`src/design/acc_defs.svh`:
```
// register map, field positions, reset values and timing counts
`ifndef ACC_DEFS_SVH
`define ACC_DEFS_SVH

// ************************************************************
// register word indices (byte address is four times the index)
// ************************************************************
`define ACC_IDX_CONTROL 4'h0
`define ACC_IDX_REFERENCE 4'h1
`define ACC_IDX_AVERAGING 4'h2
`define ACC_IDX_SAMPLING 4'h3
`define ACC_IDX_CONFIG_B 4'h4
`define ACC_IDX_STATUS 4'h6
`define ACC_IDX_RESULT 4'h8
`define ACC_IDX_GAIN 4'h9
`define ACC_IDX_OFFSET 4'hA

// ************************************************************
// field positions
// ************************************************************
`define ACC_CTL_START_BIT 0
`define ACC_CTL_ENABLE_BIT 1
`define ACC_REF_COMP_BIT 7
`define ACC_REF_SEL_LSB 0
`define ACC_AVG_SHIFT_LSB 4
`define ACC_AVG_COUNT_LSB 0
`define ACC_SAMP_LEN_LSB 0
`define ACC_CFGB_PRESC_LSB 8
`define ACC_CFGB_RES_LSB 4
`define ACC_CFGB_CORR_BIT 3
`define ACC_CFGB_CONT_BIT 2
`define ACC_STAT_SYNC_BIT 7
`define ACC_STAT_BUSY_BIT 0

// ************************************************************
// reset values and codes
// ************************************************************
`define ACC_RST_BYTE 8'h00
`define ACC_RST_GAIN 12'h800
`define ACC_RST_OFFSET 12'h000
`define ACC_COUNT_MAX 4'hA
`define ACC_RES_12 2'h0
`define ACC_RES_16 2'h1
`define ACC_RES_10 2'h2
`define ACC_RES_8 2'h3
`define ACC_MAX_12 16'h0FFF
`define ACC_MAX_10 16'h03FF
`define ACC_MAX_8 16'h00FF
`define ACC_MAX_16 16'hFFFF
`define ACC_GAIN_FRAC 11

// ************************************************************
// timing counts: correction base in half periods, bit counts in full periods of the converter clock
// ************************************************************
`define ACC_CORR_EXTRA_BASE 7'h02
`define ACC_BITS_12 7'h0C
`define ACC_BITS_10 7'h0A
`define ACC_BITS_8 7'h08

`endif

```
`src/design/acc_pkg.sv`:
```
// types shared by the conversion configuration block
package acc_pkg;

    // ************************************************************
    // sequencer states
    // ************************************************************
    typedef enum logic [2:0] {
        ACC_IDLE = 3'b000,
        ACC_SAMPLE = 3'b001,
        ACC_CONVERT = 3'b010,
        ACC_CORRECT = 3'b011,
        ACC_DONE = 3'b100
    } acc_state_t;

    // ************************************************************
    // register contents
    // ************************************************************
    typedef struct packed {
        logic comp_en;
        logic [3:0] select;
    } acc_ref_t;

    typedef struct packed {
        logic [2:0] shift;
        logic [3:0] count;
    } acc_avg_t;

    typedef struct packed {
        logic [2:0] prescaler;
        logic [1:0] resolution;
        logic corr_en;
        logic cont;
    } acc_cfgb_t;

    // converter core timing strobes
    typedef struct packed {
        logic adc_clk;
        logic sampling;
        logic converting;
    } acc_core_t;

endpackage : acc_pkg

```
`src/design/acc_prescaler.sv`:
```
// converter clock divider producing half-period enable pulses
`timescale 1ns/100ps

module acc_prescaler #(
    parameter int CNT_W = 8
) (
    input wire logic clk_i,
    input wire logic rst_i,
    input wire logic [2:0] code_i,
    output logic tick_o
);

    // ************************************************************
    // divider
    // ************************************************************
    // elaboration refuses a counter too narrow
    if (CNT_W < 8) begin : g_cnt_w_check
        $error("acc_prescaler: CNT_W must be at least 8");
    end

    logic [CNT_W-1:0] cnt_q;
    logic [CNT_W-1:0] half_m1;

    // half period is 2 << code peripheral cycles, minus one
    assign half_m1 = CNT_W'((2 << code_i) - 1);

    // count up and pulse at the end of each half period
    always_ff @(posedge clk_i) begin
        if (rst_i) begin
            cnt_q <= '0;
            tick_o <= 1'b0;
        end else if (cnt_q >= half_m1) begin
            cnt_q <= '0;
            tick_o <= 1'b1;
        end else begin
            cnt_q <= cnt_q + 1'b1;
            tick_o <= 1'b0;
        end
    end

endmodule : acc_prescaler

```
`src/design/acc_top.sv`:
```
// conversion configuration, sequencing and result formatting
//
// The Wishbone interface to the registers was decided locally.
`timescale 1ns/100ps
`include "acc_defs.svh"

// Behaviour
// reference bit 7 turns reference buffer offset compensation on or off.
// four-bit reference select picks one of five references; others reserved.
// averaging bits 6:4 set a power-of-two division of the accumulated sum.
// sample count code n sums 2^n samples, up to 1024; codes above reserved.
// software widens resolution when summing grows the result.
// sampling phase lasts field plus one half converter clock periods.
// prescaler bits 10:8 divide peripheral clock by 4 up to 512.
// resolution bits 5:4 give 12, 16, 10 or 8 bit results.
// correction bit 3 applies gain and offset correction; clear applies none.
// active correction adds cycles depending on the offset correction value.
// free-run bit 2 restarts conversions; clear means one per trigger.
// enable-protected registers ignore writes while the converter is enabled.
// synchronized writes set sync pending until applied in converter timing.
// division is a right shift of the sum after all samples are added.
module acc_top (
    input wire logic clk_i,
    input wire logic rst_i,
    input wire logic [7:0] wb_adr_i,
    input wire logic [31:0] wb_dat_i,
    input wire logic [3:0] wb_sel_i,
    input wire logic wb_we_i,
    input wire logic wb_stb_i,
    input wire logic wb_cyc_i,
    output logic [31:0] wb_dat_o,
    output logic wb_ack_o,
    input wire logic trigger_i,
    input wire logic [11:0] core_result_i,
    output acc_pkg::acc_core_t core_o,
    output logic [3:0] ref_select_o,
    output logic ref_buffer_comp_en_o,
    output logic [15:0] result_o,
    output logic result_ready_o
);
    import acc_pkg::*;

    // ************************************************************
    // registers
    // ************************************************************
    logic enable_q;
    logic start_q;
    acc_ref_t reference_q;
    acc_avg_t averaging_q;
    logic [5:0] sample_phase_length_q;
    acc_cfgb_t cfgb_shadow_q;
    acc_cfgb_t cfgb_q;
    logic sync_pending_q;
    logic [11:0] gain_correction_value_q;
    logic [11:0] offset_correction_value_q;
    logic [15:0] result_q;
    logic busy_q;

    // ************************************************************
    // bus decode
    // ************************************************************
    logic req;
    logic wr;
    logic mapped;
    logic [3:0] idx;
    logic tick;
    logic start_taken;
    acc_state_t state_q;
    acc_state_t state_d;

    assign req = wb_cyc_i & wb_stb_i & ~wb_ack_o;
    assign wr = req & wb_we_i;
    assign mapped = (wb_adr_i[7:6] == 2'h0) & (wb_adr_i[1:0] == 2'h0);
    assign idx = wb_adr_i[5:2];

    // one-cycle ack for every access, mapped or not
    always_ff @(posedge clk_i) begin
        if (rst_i) begin
            wb_ack_o <= 1'b0;
        end else begin
            wb_ack_o <= req;
        end
    end

    // read data captured with the ack; unmapped reads return zero
    always_ff @(posedge clk_i) begin
        if (rst_i) begin
            wb_dat_o <= 32'h00000000;
        end else if (req & ~wb_we_i) begin
            wb_dat_o <= 32'h00000000;
            if (mapped) begin
                unique case (idx)
                    `ACC_IDX_CONTROL: begin
                        wb_dat_o[`ACC_CTL_ENABLE_BIT] <= enable_q;
                        wb_dat_o[`ACC_CTL_START_BIT] <= start_q;
                    end
                    `ACC_IDX_REFERENCE: begin
                        wb_dat_o[`ACC_REF_COMP_BIT] <= reference_q.comp_en;
                        wb_dat_o[`ACC_REF_SEL_LSB +: 4] <= reference_q.select;
                    end
                    `ACC_IDX_AVERAGING: begin
                        wb_dat_o[`ACC_AVG_SHIFT_LSB +: 3] <= averaging_q.shift;
                        wb_dat_o[`ACC_AVG_COUNT_LSB +: 4] <= averaging_q.count;
                    end
                    `ACC_IDX_SAMPLING: begin
                        wb_dat_o[`ACC_SAMP_LEN_LSB +: 6] <=
                            sample_phase_length_q;
                    end
                    `ACC_IDX_CONFIG_B: begin
                        wb_dat_o[`ACC_CFGB_PRESC_LSB +: 3] <=
                            cfgb_shadow_q.prescaler;
                        wb_dat_o[`ACC_CFGB_RES_LSB +: 2] <=
                            cfgb_shadow_q.resolution;
                        wb_dat_o[`ACC_CFGB_CORR_BIT] <= cfgb_shadow_q.corr_en;
                        wb_dat_o[`ACC_CFGB_CONT_BIT] <= cfgb_shadow_q.cont;
                    end
                    `ACC_IDX_STATUS: begin
                        wb_dat_o[`ACC_STAT_SYNC_BIT] <= sync_pending_q;
                        wb_dat_o[`ACC_STAT_BUSY_BIT] <= busy_q;
                    end
                    `ACC_IDX_RESULT: wb_dat_o[15:0] <= result_q;
                    `ACC_IDX_GAIN: wb_dat_o[11:0] <= gain_correction_value_q;
                    `ACC_IDX_OFFSET: begin
                        wb_dat_o[11:0] <= offset_correction_value_q;
                    end
                    default: wb_dat_o <= 32'h00000000;
                endcase
            end
        end
    end

    // ************************************************************
    // configuration writes
    // ************************************************************
    // enable bit and start request; a new trigger beats its own clear
    always_ff @(posedge clk_i) begin
        if (rst_i) begin
            enable_q <= 1'b0;
            start_q <= 1'b0;
        end else begin
            if (wr & mapped & (idx == `ACC_IDX_CONTROL) & wb_sel_i[0]) begin
                enable_q <= wb_dat_i[`ACC_CTL_ENABLE_BIT];
            end
            start_q <= (start_q & ~start_taken) | trigger_i |
                (wr & mapped & (idx == `ACC_IDX_CONTROL) & wb_sel_i[0] &
                 wb_dat_i[`ACC_CTL_START_BIT]);
        end
    end

    // reference, averaging and sampling settings
    always_ff @(posedge clk_i) begin
        if (rst_i) begin
            reference_q <= acc_ref_t'(`ACC_RST_BYTE);
            averaging_q <= acc_avg_t'(`ACC_RST_BYTE);
            sample_phase_length_q <= 6'(`ACC_RST_BYTE);
        end else if (wr & mapped & wb_sel_i[0]) begin
            // compensation enable
            if (idx == `ACC_IDX_REFERENCE) begin
                reference_q.comp_en <= wb_dat_i[`ACC_REF_COMP_BIT];
                // reference select
                reference_q.select <= wb_dat_i[`ACC_REF_SEL_LSB +: 4];
            end
            // division shift field
            if (idx == `ACC_IDX_AVERAGING) begin
                averaging_q.shift <= wb_dat_i[`ACC_AVG_SHIFT_LSB +: 3];
                averaging_q.count <= wb_dat_i[`ACC_AVG_COUNT_LSB +: 4];
            end
            if (idx == `ACC_IDX_SAMPLING) begin
                sample_phase_length_q <= wb_dat_i[`ACC_SAMP_LEN_LSB +: 6];
            end
        end
    end

    // correction values, two byte lanes each
    always_ff @(posedge clk_i) begin
        if (rst_i) begin
            gain_correction_value_q <= `ACC_RST_GAIN;
            offset_correction_value_q <= `ACC_RST_OFFSET;
        end else if (wr & mapped) begin
            if (idx == `ACC_IDX_GAIN) begin
                if (wb_sel_i[0]) gain_correction_value_q[7:0] <= wb_dat_i[7:0];
                if (wb_sel_i[1]) gain_correction_value_q[11:8] <=
                    wb_dat_i[11:8];
            end
            if (idx == `ACC_IDX_OFFSET) begin
                if (wb_sel_i[0]) begin
                    offset_correction_value_q[7:0] <= wb_dat_i[7:0];
                end
                if (wb_sel_i[1]) begin
                    offset_correction_value_q[11:8] <= wb_dat_i[11:8];
                end
            end
        end
    end

    // config b shadow, applied on the next converter half period
    always_ff @(posedge clk_i) begin
        if (rst_i) begin
            cfgb_shadow_q <= acc_cfgb_t'(7'h00);
            cfgb_q <= acc_cfgb_t'(7'h00);
            sync_pending_q <= 1'b0;
        end else begin
            if (tick) begin
                cfgb_q <= cfgb_shadow_q;
            end
            // refuse while enabled
            if (wr & mapped & (idx == `ACC_IDX_CONFIG_B) & ~enable_q) begin
                if (wb_sel_i[1]) begin
                    cfgb_shadow_q.prescaler <=
                        wb_dat_i[`ACC_CFGB_PRESC_LSB +: 3];
                end
                if (wb_sel_i[0]) begin
                    cfgb_shadow_q.resolution <=
                        wb_dat_i[`ACC_CFGB_RES_LSB +: 2];
                    cfgb_shadow_q.corr_en <= wb_dat_i[`ACC_CFGB_CORR_BIT];
                    cfgb_shadow_q.cont <= wb_dat_i[`ACC_CFGB_CONT_BIT];
                end
                // set pending, set wins
                sync_pending_q <= 1'b1;
            end else if (tick) begin
                sync_pending_q <= 1'b0;
            end
        end
    end

    // ************************************************************
    // converter clock
    // ************************************************************
    // divide by 4 to 512
    acc_prescaler #(
        .CNT_W(8)
    ) u_prescaler (
        .clk_i(clk_i),
        .rst_i(rst_i),
        .code_i(cfgb_q.prescaler),
        .tick_o(tick)
    );

    // ************************************************************
    // sequencer
    // ************************************************************
    logic [6:0] phase_q;
    logic [6:0] phase_end;
    logic [10:0] samples_q;
    logic [10:0] samples_end;
    logic [3:0] count_code;
    logic [6:0] bits_len;
    logic [11:0] raw_trim;
    logic [21:0] acc_q;

    // reserved count codes act as the largest
    assign count_code = (averaging_q.count > `ACC_COUNT_MAX) ?
        `ACC_COUNT_MAX : averaging_q.count;
    assign samples_end = 11'((12'h001 << count_code) - 12'h001);

    // bit cycles and raw trimming per resolution
    always_comb begin
        unique case (cfgb_q.resolution)
            `ACC_RES_10: begin
                bits_len = `ACC_BITS_10;
                raw_trim = {2'h0, core_result_i[11:2]};
            end
            `ACC_RES_8: begin
                bits_len = `ACC_BITS_8;
                raw_trim = {4'h0, core_result_i[11:4]};
            end
            default: begin
                bits_len = `ACC_BITS_12;
                raw_trim = core_result_i;
            end
        endcase
    end

    // length of the current phase in half periods, minus one
    always_comb begin
        unique case (state_q)
            // field plus one half periods
            ACC_SAMPLE: phase_end = {1'b0, sample_phase_length_q};
            ACC_CONVERT: phase_end = 7'({bits_len, 1'b0} - 8'h01);
            // extra cycles follow the offset value
            ACC_CORRECT: phase_end = `ACC_CORR_EXTRA_BASE +
                7'(offset_correction_value_q[3:0]);
            default: phase_end = 7'h00;
        endcase
    end

    assign start_taken = (state_q == ACC_IDLE) & tick & enable_q & start_q;

    // next state on each half period, or idle at once when enable is clear
    always_comb begin
        state_d = state_q;
        if (~enable_q) begin
            state_d = ACC_IDLE;
        end else if (tick) begin
            unique case (state_q)
                ACC_IDLE: if (start_q) state_d = ACC_SAMPLE;
                ACC_SAMPLE: if (phase_q == phase_end) state_d = ACC_CONVERT;
                ACC_CONVERT: begin
                    if (phase_q == phase_end) begin
                        if (samples_q != samples_end) begin
                            state_d = ACC_SAMPLE;
                        end else if (cfgb_q.corr_en) begin
                            state_d = ACC_CORRECT;
                        end else begin
                            state_d = ACC_DONE;
                        end
                    end
                end
                ACC_CORRECT: if (phase_q == phase_end) state_d = ACC_DONE;
                // free run restarts at once
                ACC_DONE: state_d = cfgb_q.cont ? ACC_SAMPLE : ACC_IDLE;
                default: state_d = ACC_IDLE;
            endcase
        end
    end

    // state, phase counter and accumulation
    always_ff @(posedge clk_i) begin
        if (rst_i) begin
            state_q <= ACC_IDLE;
            phase_q <= 7'h00;
            samples_q <= 11'h000;
            acc_q <= 22'h000000;
        end else begin
            state_q <= state_d;
            if (state_d != state_q) begin
                phase_q <= 7'h00;
            end else if (tick) begin
                phase_q <= phase_q + 7'h01;
            end
            if ((state_q != ACC_SAMPLE) & (state_d == ACC_SAMPLE) &
                (state_q != ACC_CONVERT)) begin
                samples_q <= 11'h000;
                acc_q <= 22'h000000;
            end else if ((state_q == ACC_CONVERT) & (state_d != state_q)) begin
                // sum each sample
                acc_q <= acc_q + 22'(raw_trim);
                samples_q <= samples_q + 11'h001;
            end
        end
    end

    // ************************************************************
    // result formatting
    // ************************************************************
    logic [21:0] avg;
    logic [15:0] sat16;
    logic signed [17:0] diff;
    logic signed [30:0] prod;
    logic signed [30:0] scaled;
    logic [15:0] corrected;
    logic [15:0] res_max;
    logic [15:0] final_val;

    // shift after all samples are summed
    assign avg = acc_q >> averaging_q.shift;
    assign sat16 = (|avg[21:16]) ? `ACC_MAX_16 : avg[15:0];

    // gain and offset correction when enabled
    assign diff = $signed({2'h0, sat16}) -
        $signed({{6{offset_correction_value_q[11]}},
                 offset_correction_value_q});
    assign prod = diff * $signed({1'b0, gain_correction_value_q});
    assign scaled = prod >>> `ACC_GAIN_FRAC;
    always_comb begin
        if (~cfgb_q.corr_en) begin
            corrected = sat16;
        end else if (scaled < 0) begin
            corrected = 16'h0000;
        end else if (|scaled[30:16]) begin
            corrected = `ACC_MAX_16;
        end else begin
            corrected = scaled[15:0];
        end
    end

    // clamp to the selected result width
    always_comb begin
        unique case (cfgb_q.resolution)
            `ACC_RES_12: res_max = `ACC_MAX_12;
            `ACC_RES_10: res_max = `ACC_MAX_10;
            `ACC_RES_8: res_max = `ACC_MAX_8;
            default: res_max = `ACC_MAX_16;
        endcase
    end
    assign final_val = (corrected > res_max) ? res_max : corrected;

    // result register, ready pulse and busy flag
    always_ff @(posedge clk_i) begin
        if (rst_i) begin
            result_q <= 16'h0000;
            result_ready_o <= 1'b0;
            busy_q <= 1'b0;
        end else begin
            result_ready_o <= (state_q == ACC_DONE) & (state_d != ACC_DONE);
            if ((state_q == ACC_DONE) & (state_d != ACC_DONE)) begin
                result_q <= final_val;
            end
            busy_q <= (state_d != ACC_IDLE);
        end
    end

    // ************************************************************
    // outputs to the converter core, reference buffer and result port
    // ************************************************************
    always_ff @(posedge clk_i) begin
        if (rst_i) begin
            core_o <= acc_core_t'(3'h0);
            ref_select_o <= 4'h0;
            ref_buffer_comp_en_o <= 1'b0;
            result_o <= 16'h0000;
        end else begin
            if (tick) begin
                core_o.adc_clk <= ~core_o.adc_clk;
            end
            core_o.sampling <= (state_d == ACC_SAMPLE);
            core_o.converting <= (state_d == ACC_CONVERT);
            // reference choice to the core
            ref_select_o <= reference_q.select;
            // compensation to the buffer
            ref_buffer_comp_en_o <= reference_q.comp_en;
            result_o <= result_q;
        end
    end

endmodule : acc_top

```
`config.mk`:
```
export PLATFORM = sky130hd
export DESIGN_NAME = acc_top
export DESIGN_NICKNAME = d
export VERILOG_FILES = /design/src/design/acc_pkg.sv /design/src/design/acc_prescaler.sv /design/src/design/acc_top.sv
export VERILOG_INCLUDE_DIRS = /design/src /design/src/design
export SDC_FILE = /design/constraint.sdc
export NUM_CORES = 1
export LEC_CHECK = 0
export BUFFER_PORTS_ARGS = -buffer_cell sky130_fd_sc_hd__buf_2
export CAP_MARGIN = 0
export CORE_MARGIN = 3
export CORE_UTILIZATION = 25
export DETAILED_ROUTE_END_ITERATION = 10
export SLEW_MARGIN = 40
export SYNTH_ARGS = -nofsm -noshare
export SYNTH_HDL_FRONTEND = slang
export SYNTH_SLANG_ARGS = --single-unit
```
`constraint.sdc`:
```
create_clock -name clk_i -period 13.9 [get_ports clk_i]
set_input_delay 2.78 -clock clk_i [delete_from_list [all_inputs] [get_ports clk_i]]
set_output_delay 2.78 -clock clk_i [all_outputs]
set_load 0.1 [all_outputs]
```
# Yosys cells after proc, flatten, opt, wreduce, memory -nomap -nowiden
# Cells that the tools add are included.
[word_totals]
regBits = 186
latch_bits = 0
mem_bits_rw = 0
rom_bits = 0
output_inout_bits = 58
memories = 0
[classes]
addsub = 9
multipliers = 1
div_mod_pow = 0
order_cmp = 4
eq_ne = 22
n_shift = 3
mux = 33
bitwise_logic = 27
reduce_logical = 21
[op_table]
columns = ["cell", "count"]
rows = [
  ["$mux 16", 6],
  ["$pmux 16 s3", 1],
  ["$mul 18x13->31", 1],
  ["$mux 3", 8],
  ["$pmux 12 s2", 1],
  ["$add 22x12->22", 1],
  ["$shr 22x3->22", 1],
  ["$pmux 7 s3", 1],
  ["$and 1x1->1", 20],
  ["$lt 20x1->1 const B", 1],
  ["$sub 17x12->18", 1],
  ["$gt 16x16->1", 1],
  ["$pmux 3 s5", 1],
  ["$pmux 2 s7", 1],
  ["$eq 4x4->1 const B", 3],
  ["$pmux 2 s6", 1],
  ["$pmux 3 s4", 1],
  ["$reduce_and 3->1", 4],
  ["$add 11x1->11 const B", 1],
  ["$ne 11x11->1", 1],
  ["$shl 1x4->11 const A", 1],
  ["$sub 11x1->11 const B", 1],
  ["$reduce_and 2->1", 5],
  ["$eq 3x2->1 const B", 3],
  ["37 further kinds", 54],
]

# Longest topological paths before layout
[depth]
ltp_word = 14
ltp_mapped = 55
ltp_nobuf = 48

# Modules after synthesis
# Synthesis repeated with hierarchy kept, for this count alone.
[unflattened]
hier_cells = 2318
hier_area_um2 = 19073.3
[by_module_without_submodules]
columns = ["mod", "n_inst", "cells_each", "area_each_um2"]
rows = [
  ["acc_top", 1, 2250, 18446.4],
  ["acc_prescaler", 1, 68, 626.9],
]

# Worst setup path before layout
# OpenSTA, ideal clock, no wires.
[synth_timing]
kind = "flip-flop to flip-flop"
start = "register averaging_q[4] (netlist name)"
end = "register result_q[13]"
arrival_time_ns = 11.388
t_required_ns = 13.763
path_slack_ns = 2.375
stages_incl_launch_ff = 54
path_buffers = 7
period_less_slack_ns = 11.525
path_cell_list = "dfxtp_1 buf_4 buf_4 mux2i_1 a311o_1 and2_1 clkbuf_1 clkbuf_1 nand2_1 ha_1 nor2b_1 o21ai_0 a21boi_0 o21ai_0 a21oi_1 o21ai_0 a21oi_1 o211a_1 (+18 left out) a21boi_0 nor4_1 o21ai_0 clkbuf_1 a21oi_1 inv_1 ha_1 a21o_1 a21o_1 a21o_1 a21o_1 a21o_1 a21o_1 a21o_1 nand3b_1 a21bo_1 buf_2 a211oi_1"
[synth_via]
elab_chain_cells = 11
[synth_rtl]
columns = ["element", "line", "text"]
rows = [
  ["start: declaration", "acc_top.sv:49", "acc_avg_t averaging_q;"],
  ["start signal: assignment", "acc_top.sv:154", "averaging_q <= acc_avg_t'(`ACC_RST_BYTE);"],
  ["$shr 22x3->22 *", "acc_top.sv:356", "assign avg = acc_q >> averaging_q.shift;"],
  ["$reduce_or 6->1", "acc_top.sv:357", "assign sat16 = (|avg[21:16]) ? `ACC_MAX_16 : avg[15:0];"],
  ["$mux 16 *", "acc_top.sv:357", ""],
  ["branches (longest 5 deep; another with $mul 18x13->31)", "n/a", ""],
  ["$mux 16 *", "acc_top.sv:366", "if (~cfgb_q.corr_en) begin"],
  ["$gt 16x16->1", "acc_top.sv:386", "assign final_val = (corrected > res_max) ? res_max : corrected;"],
  ["$mux 16 *", "acc_top.sv:386", ""],
  ["end signal: assignment", "acc_top.sv:397", "result_q <= final_val;"],
  ["end: declaration", "acc_top.sv:56", "logic [15:0] result_q;"],
]
# Mark *: on every way between the ends.
# A chain may end at the register's enable or synchronous reset.

# Worst setup path in the final report
[layout_timing]
start = "register averaging_q[4] (netlist name)"
end = "register result_q[15]"
# The elaborated chain is that of the path after synthesis.

==> flow_summary_export.csv <==
group,metric,value,unit
run_status,status,"finished, final reports clean",
clock_tree,clk_latency,450,ps
critical_path,critical_path_class,"register to register",
critical_path,crit_arrival,13140,ps
critical_path,critPathMaxStageDelay,640,ps
global_route,grt_max_degree,66,
synthesis,synth-async-reset-ratio,0,%
pwr,p_per_area,52.6,nW/um^2
critical_path,start_kind,"register",
place,dp_slack,1040,ps
synthesis,synth_area_leaders,"fa_1 20%, dfxtp_1 18%, ha_1 8.1%",
floorplanning,start_util,25.3,%
hold_path,hold_path_class,"register to register",
flow_run,cap_viol_max_count,0,
cells_and_area,utilization,27.9,%
detailed_routing,drtAntennaViolNets,0,
timing,fin_worst_skew,13.4,ps
clock_tree,numCtsBuffers,17,
hold_path,holdPathEnd,"wb_dat_o[12]",
floorplanning,coreArea,76200,um^2
synthesis,ys_warn_count,0,
detailed_routing,routed_wl,53100,um
place,gp_congestion,0.878,
timing,fin_crit_sh,92.3,%
detailed_routing,via_count,16415,
synthesis,synth_top_area_share,20.2,%
floorplanning,die_y,284,um
timing,rsz0062_at_grt,"false",
timing,max_clock_freq,0.0779,GHz
floorplanning,dieArea,80500,um^2
synthesis,yosys.area.top_type,"fa_1",
clock_tree,clk_pin_slew,70,ps
detailed_routing,routed_via_density,4.81,
clock_tree,holdBufCountCts,0,
cells_and_area,n_fill_cell,8207,
synthesis,synthFlopType,"dfxtp_1",
cells_and_area,drive_gt1_share,8.69,%
detailed_routing,drc,0,
timing,setup_ws,1070,ps
floorplanning,fp-row-count,101,
place,dp_hpwl,41300,um
synthesis,yosysMostFrequentCell,"inv_1",
clock_tree,cts.sinks,170,
hold_path,min_path_cells,1,
synthesis,synth_edf_count,0,
synthesis,ys_seq_area_share,17.7,%
cells_and_area,area_growth,10.2,%
synthesis,synth.avg_cell_area,8.15,um^2
detailed_routing,avgRoutedWirePerCell,15.6,um
global_route,overflow,0,
clock_tree,clock-root-buffer,"clkbuf_16",
detailed_routing,drt_first_pass_iters,5,
floorplanning,ios,120,
floorplanning,die_w,284,um
critical_path,rr_endpoint,"result_q[15]",
synthesis,syn_inst,2364,
hold_path,worstHoldStart,"wb_dat_o[12]",
critical_path,required,14220,ps
clock_tree,cts_tree,"yes",
critical_path,worstPathMaxFanout,17,
timing,hold_viol,0,
cells_and_area,nets,2750,
timing,tns,0,ps
synthesis,synth_area,19300,um^2
place,numPortBuffers,81,
pwr,leakage,9.38,nW
timing,max_slew_margin,47.0,%
timing,finalSetupViolCount,0,
timing,worst_pin_slew,795,ps
critical_path,r2r_slack,1070,ps
global_route,antenna_found_initial,3,
critical_path,cpMostUsedCell,"a21o_1",
clock_tree,ctsHtreeMaxLevel,4,
critical_path,r2r-start,"averaging_q[4]",
detailed_routing,drtIter0Drc,1241,
critical_path,crit_path_end_kind,"register",
global_route,grt_first_pass_wirelength,87400,um
pwr,p_total,0.00112,W
global_route,grt_pass1_vias,15857,
synthesis,yosysUniqueCellTypes,93,
clock_tree,ctsLongestPathBuffers,2,
timing,layout_min_cycle_time,12830,ps
synthesis,synthTopCellsByCount,"335 x inv_1, 274 x nand2_1, 194 x fa_1",
critical_path,cp_slowest_cell,"dfxtp_1",
timing,slew_violations,0,
synthesis,synth-seq-cells,170,
global_route,grt_usage,13.2,%
pwr,ir_drop,0.0910,mV
critical_path,r2r_cells,49,
-- worst max-delay path by stage --
stage,start,end,slack (ps)
finish,averaging_q[4],result_q[15],1070
global route,averaging_q[4],result_q[10],10
CTS,averaging_q[4],result_q[15],1030
detailed placement,averaging_q[4],result_q[15],1040
global placement,averaging_q[4],result_q[13],1140
floorplan,averaging_q[4],result_q[13],2370
-- layout by cell type (no fill, tap or decap), drive strengths merged, types with 20 or more instances in the layout --
cell type and n:
a211oi 25, a21o 28, a21oi 140, a31oi 25
and2 81, buf 116, dfxtp 170, fa 194
ha 124, inv 345, mux2 24, mux2i 64
nand2 275, nand2b 20, nand3 45, nor2 153
nor2b 61, nor3 31, o21ai 63, or3 21
xnor2 51, xor2 21
-- through the flow --
step	cells	hold slack [ps]	instance area, um^2
after global routing	3413	495	21200
final	3414	461	21200
after CTS	3413	466	21200
after detailed placement	3381	450	20700
after global placement	3381	447	20700
after floorplan	2379	439	19300
-- final cells by class --
class | instances | area [um^2] | share of cell area (%)
clock buffer | 18 | 439 | 2.07
multi-input combinational | 1726 | 14000 | 66.0
timing repair buffer | 116 | 671 | 3.16
tap | 1030 | 1290 | 6.07
sequential | 170 | 3410 | 16.1
inverter | 339 | 1270 | 5.99
antenna | 1 | 2.50 | 0.0118
clock inverter | 14 | 128 | 0.601
-- critical path, delay by kind of cell (launching register included) --
family	cells	cell delay, ps
compound gates	25	5560
fa+ha+maj	9	3480
buf+inv	8	1060
flops	1	640
mux	2	930
simple gates	5	970
-- flip-flops by register name, summed over array words and instances, names as in the netlist, 3 cells and up --
register and flops:
averaging_q 7, u_prescaler.cnt_q 8, core_o 3, wb_dat_o 16
sample_phase_length_q 6, state_q 3, phase_q 7, reference_q 5
offset_correction_value_q 12, cfgb_shadow_q 7, cfgb_q 7, ref_select_o 4
samples_q 11, acc_q 22, gain_correction_value_q 12, result_o 16
result_q 16
-- metal layers --
metal	global-route usage [%]	up-vias	share of wire [%]
li1	-	7857	-
met3	2.01	60	6.3
met1	19.3	8005	47
met2	20.9	493	45
met4	2.31	0	1.6
met5	0	-	0
-- report_power, final --
part	total, W	switching [W]	internal (W)
clock network	0.000469	0.000228	0.000241
registers	0.000503	0.00000830	0.000495
logic	0.000144	0.0000992	0.0000445
-- what timing repair did --
action,4_1_cts,5_1_grt
buffers inserted,0,0
gates resized for setup,0,1
endpoints found under the setup margin,0,13
-- cell families (layout without fill, tap and decap cells) --
logic type,count (synthesis),count (layout),share of synthesized area (%)
AO/OA/AOI/OAI,469,469,16.7
XOR/XNOR,72,72,3.27
buffers and inverters,483,487,9.89
adder cells (fa/ha/maj),318,318,28.2
AND/OR/NAND/NOR,759,759,19.0
other,1,17,0.0195
multiplexers,92,92,5.19
flip-flops,170,170,17.7
Note: power is estimated with default switching activity, not from simulation.
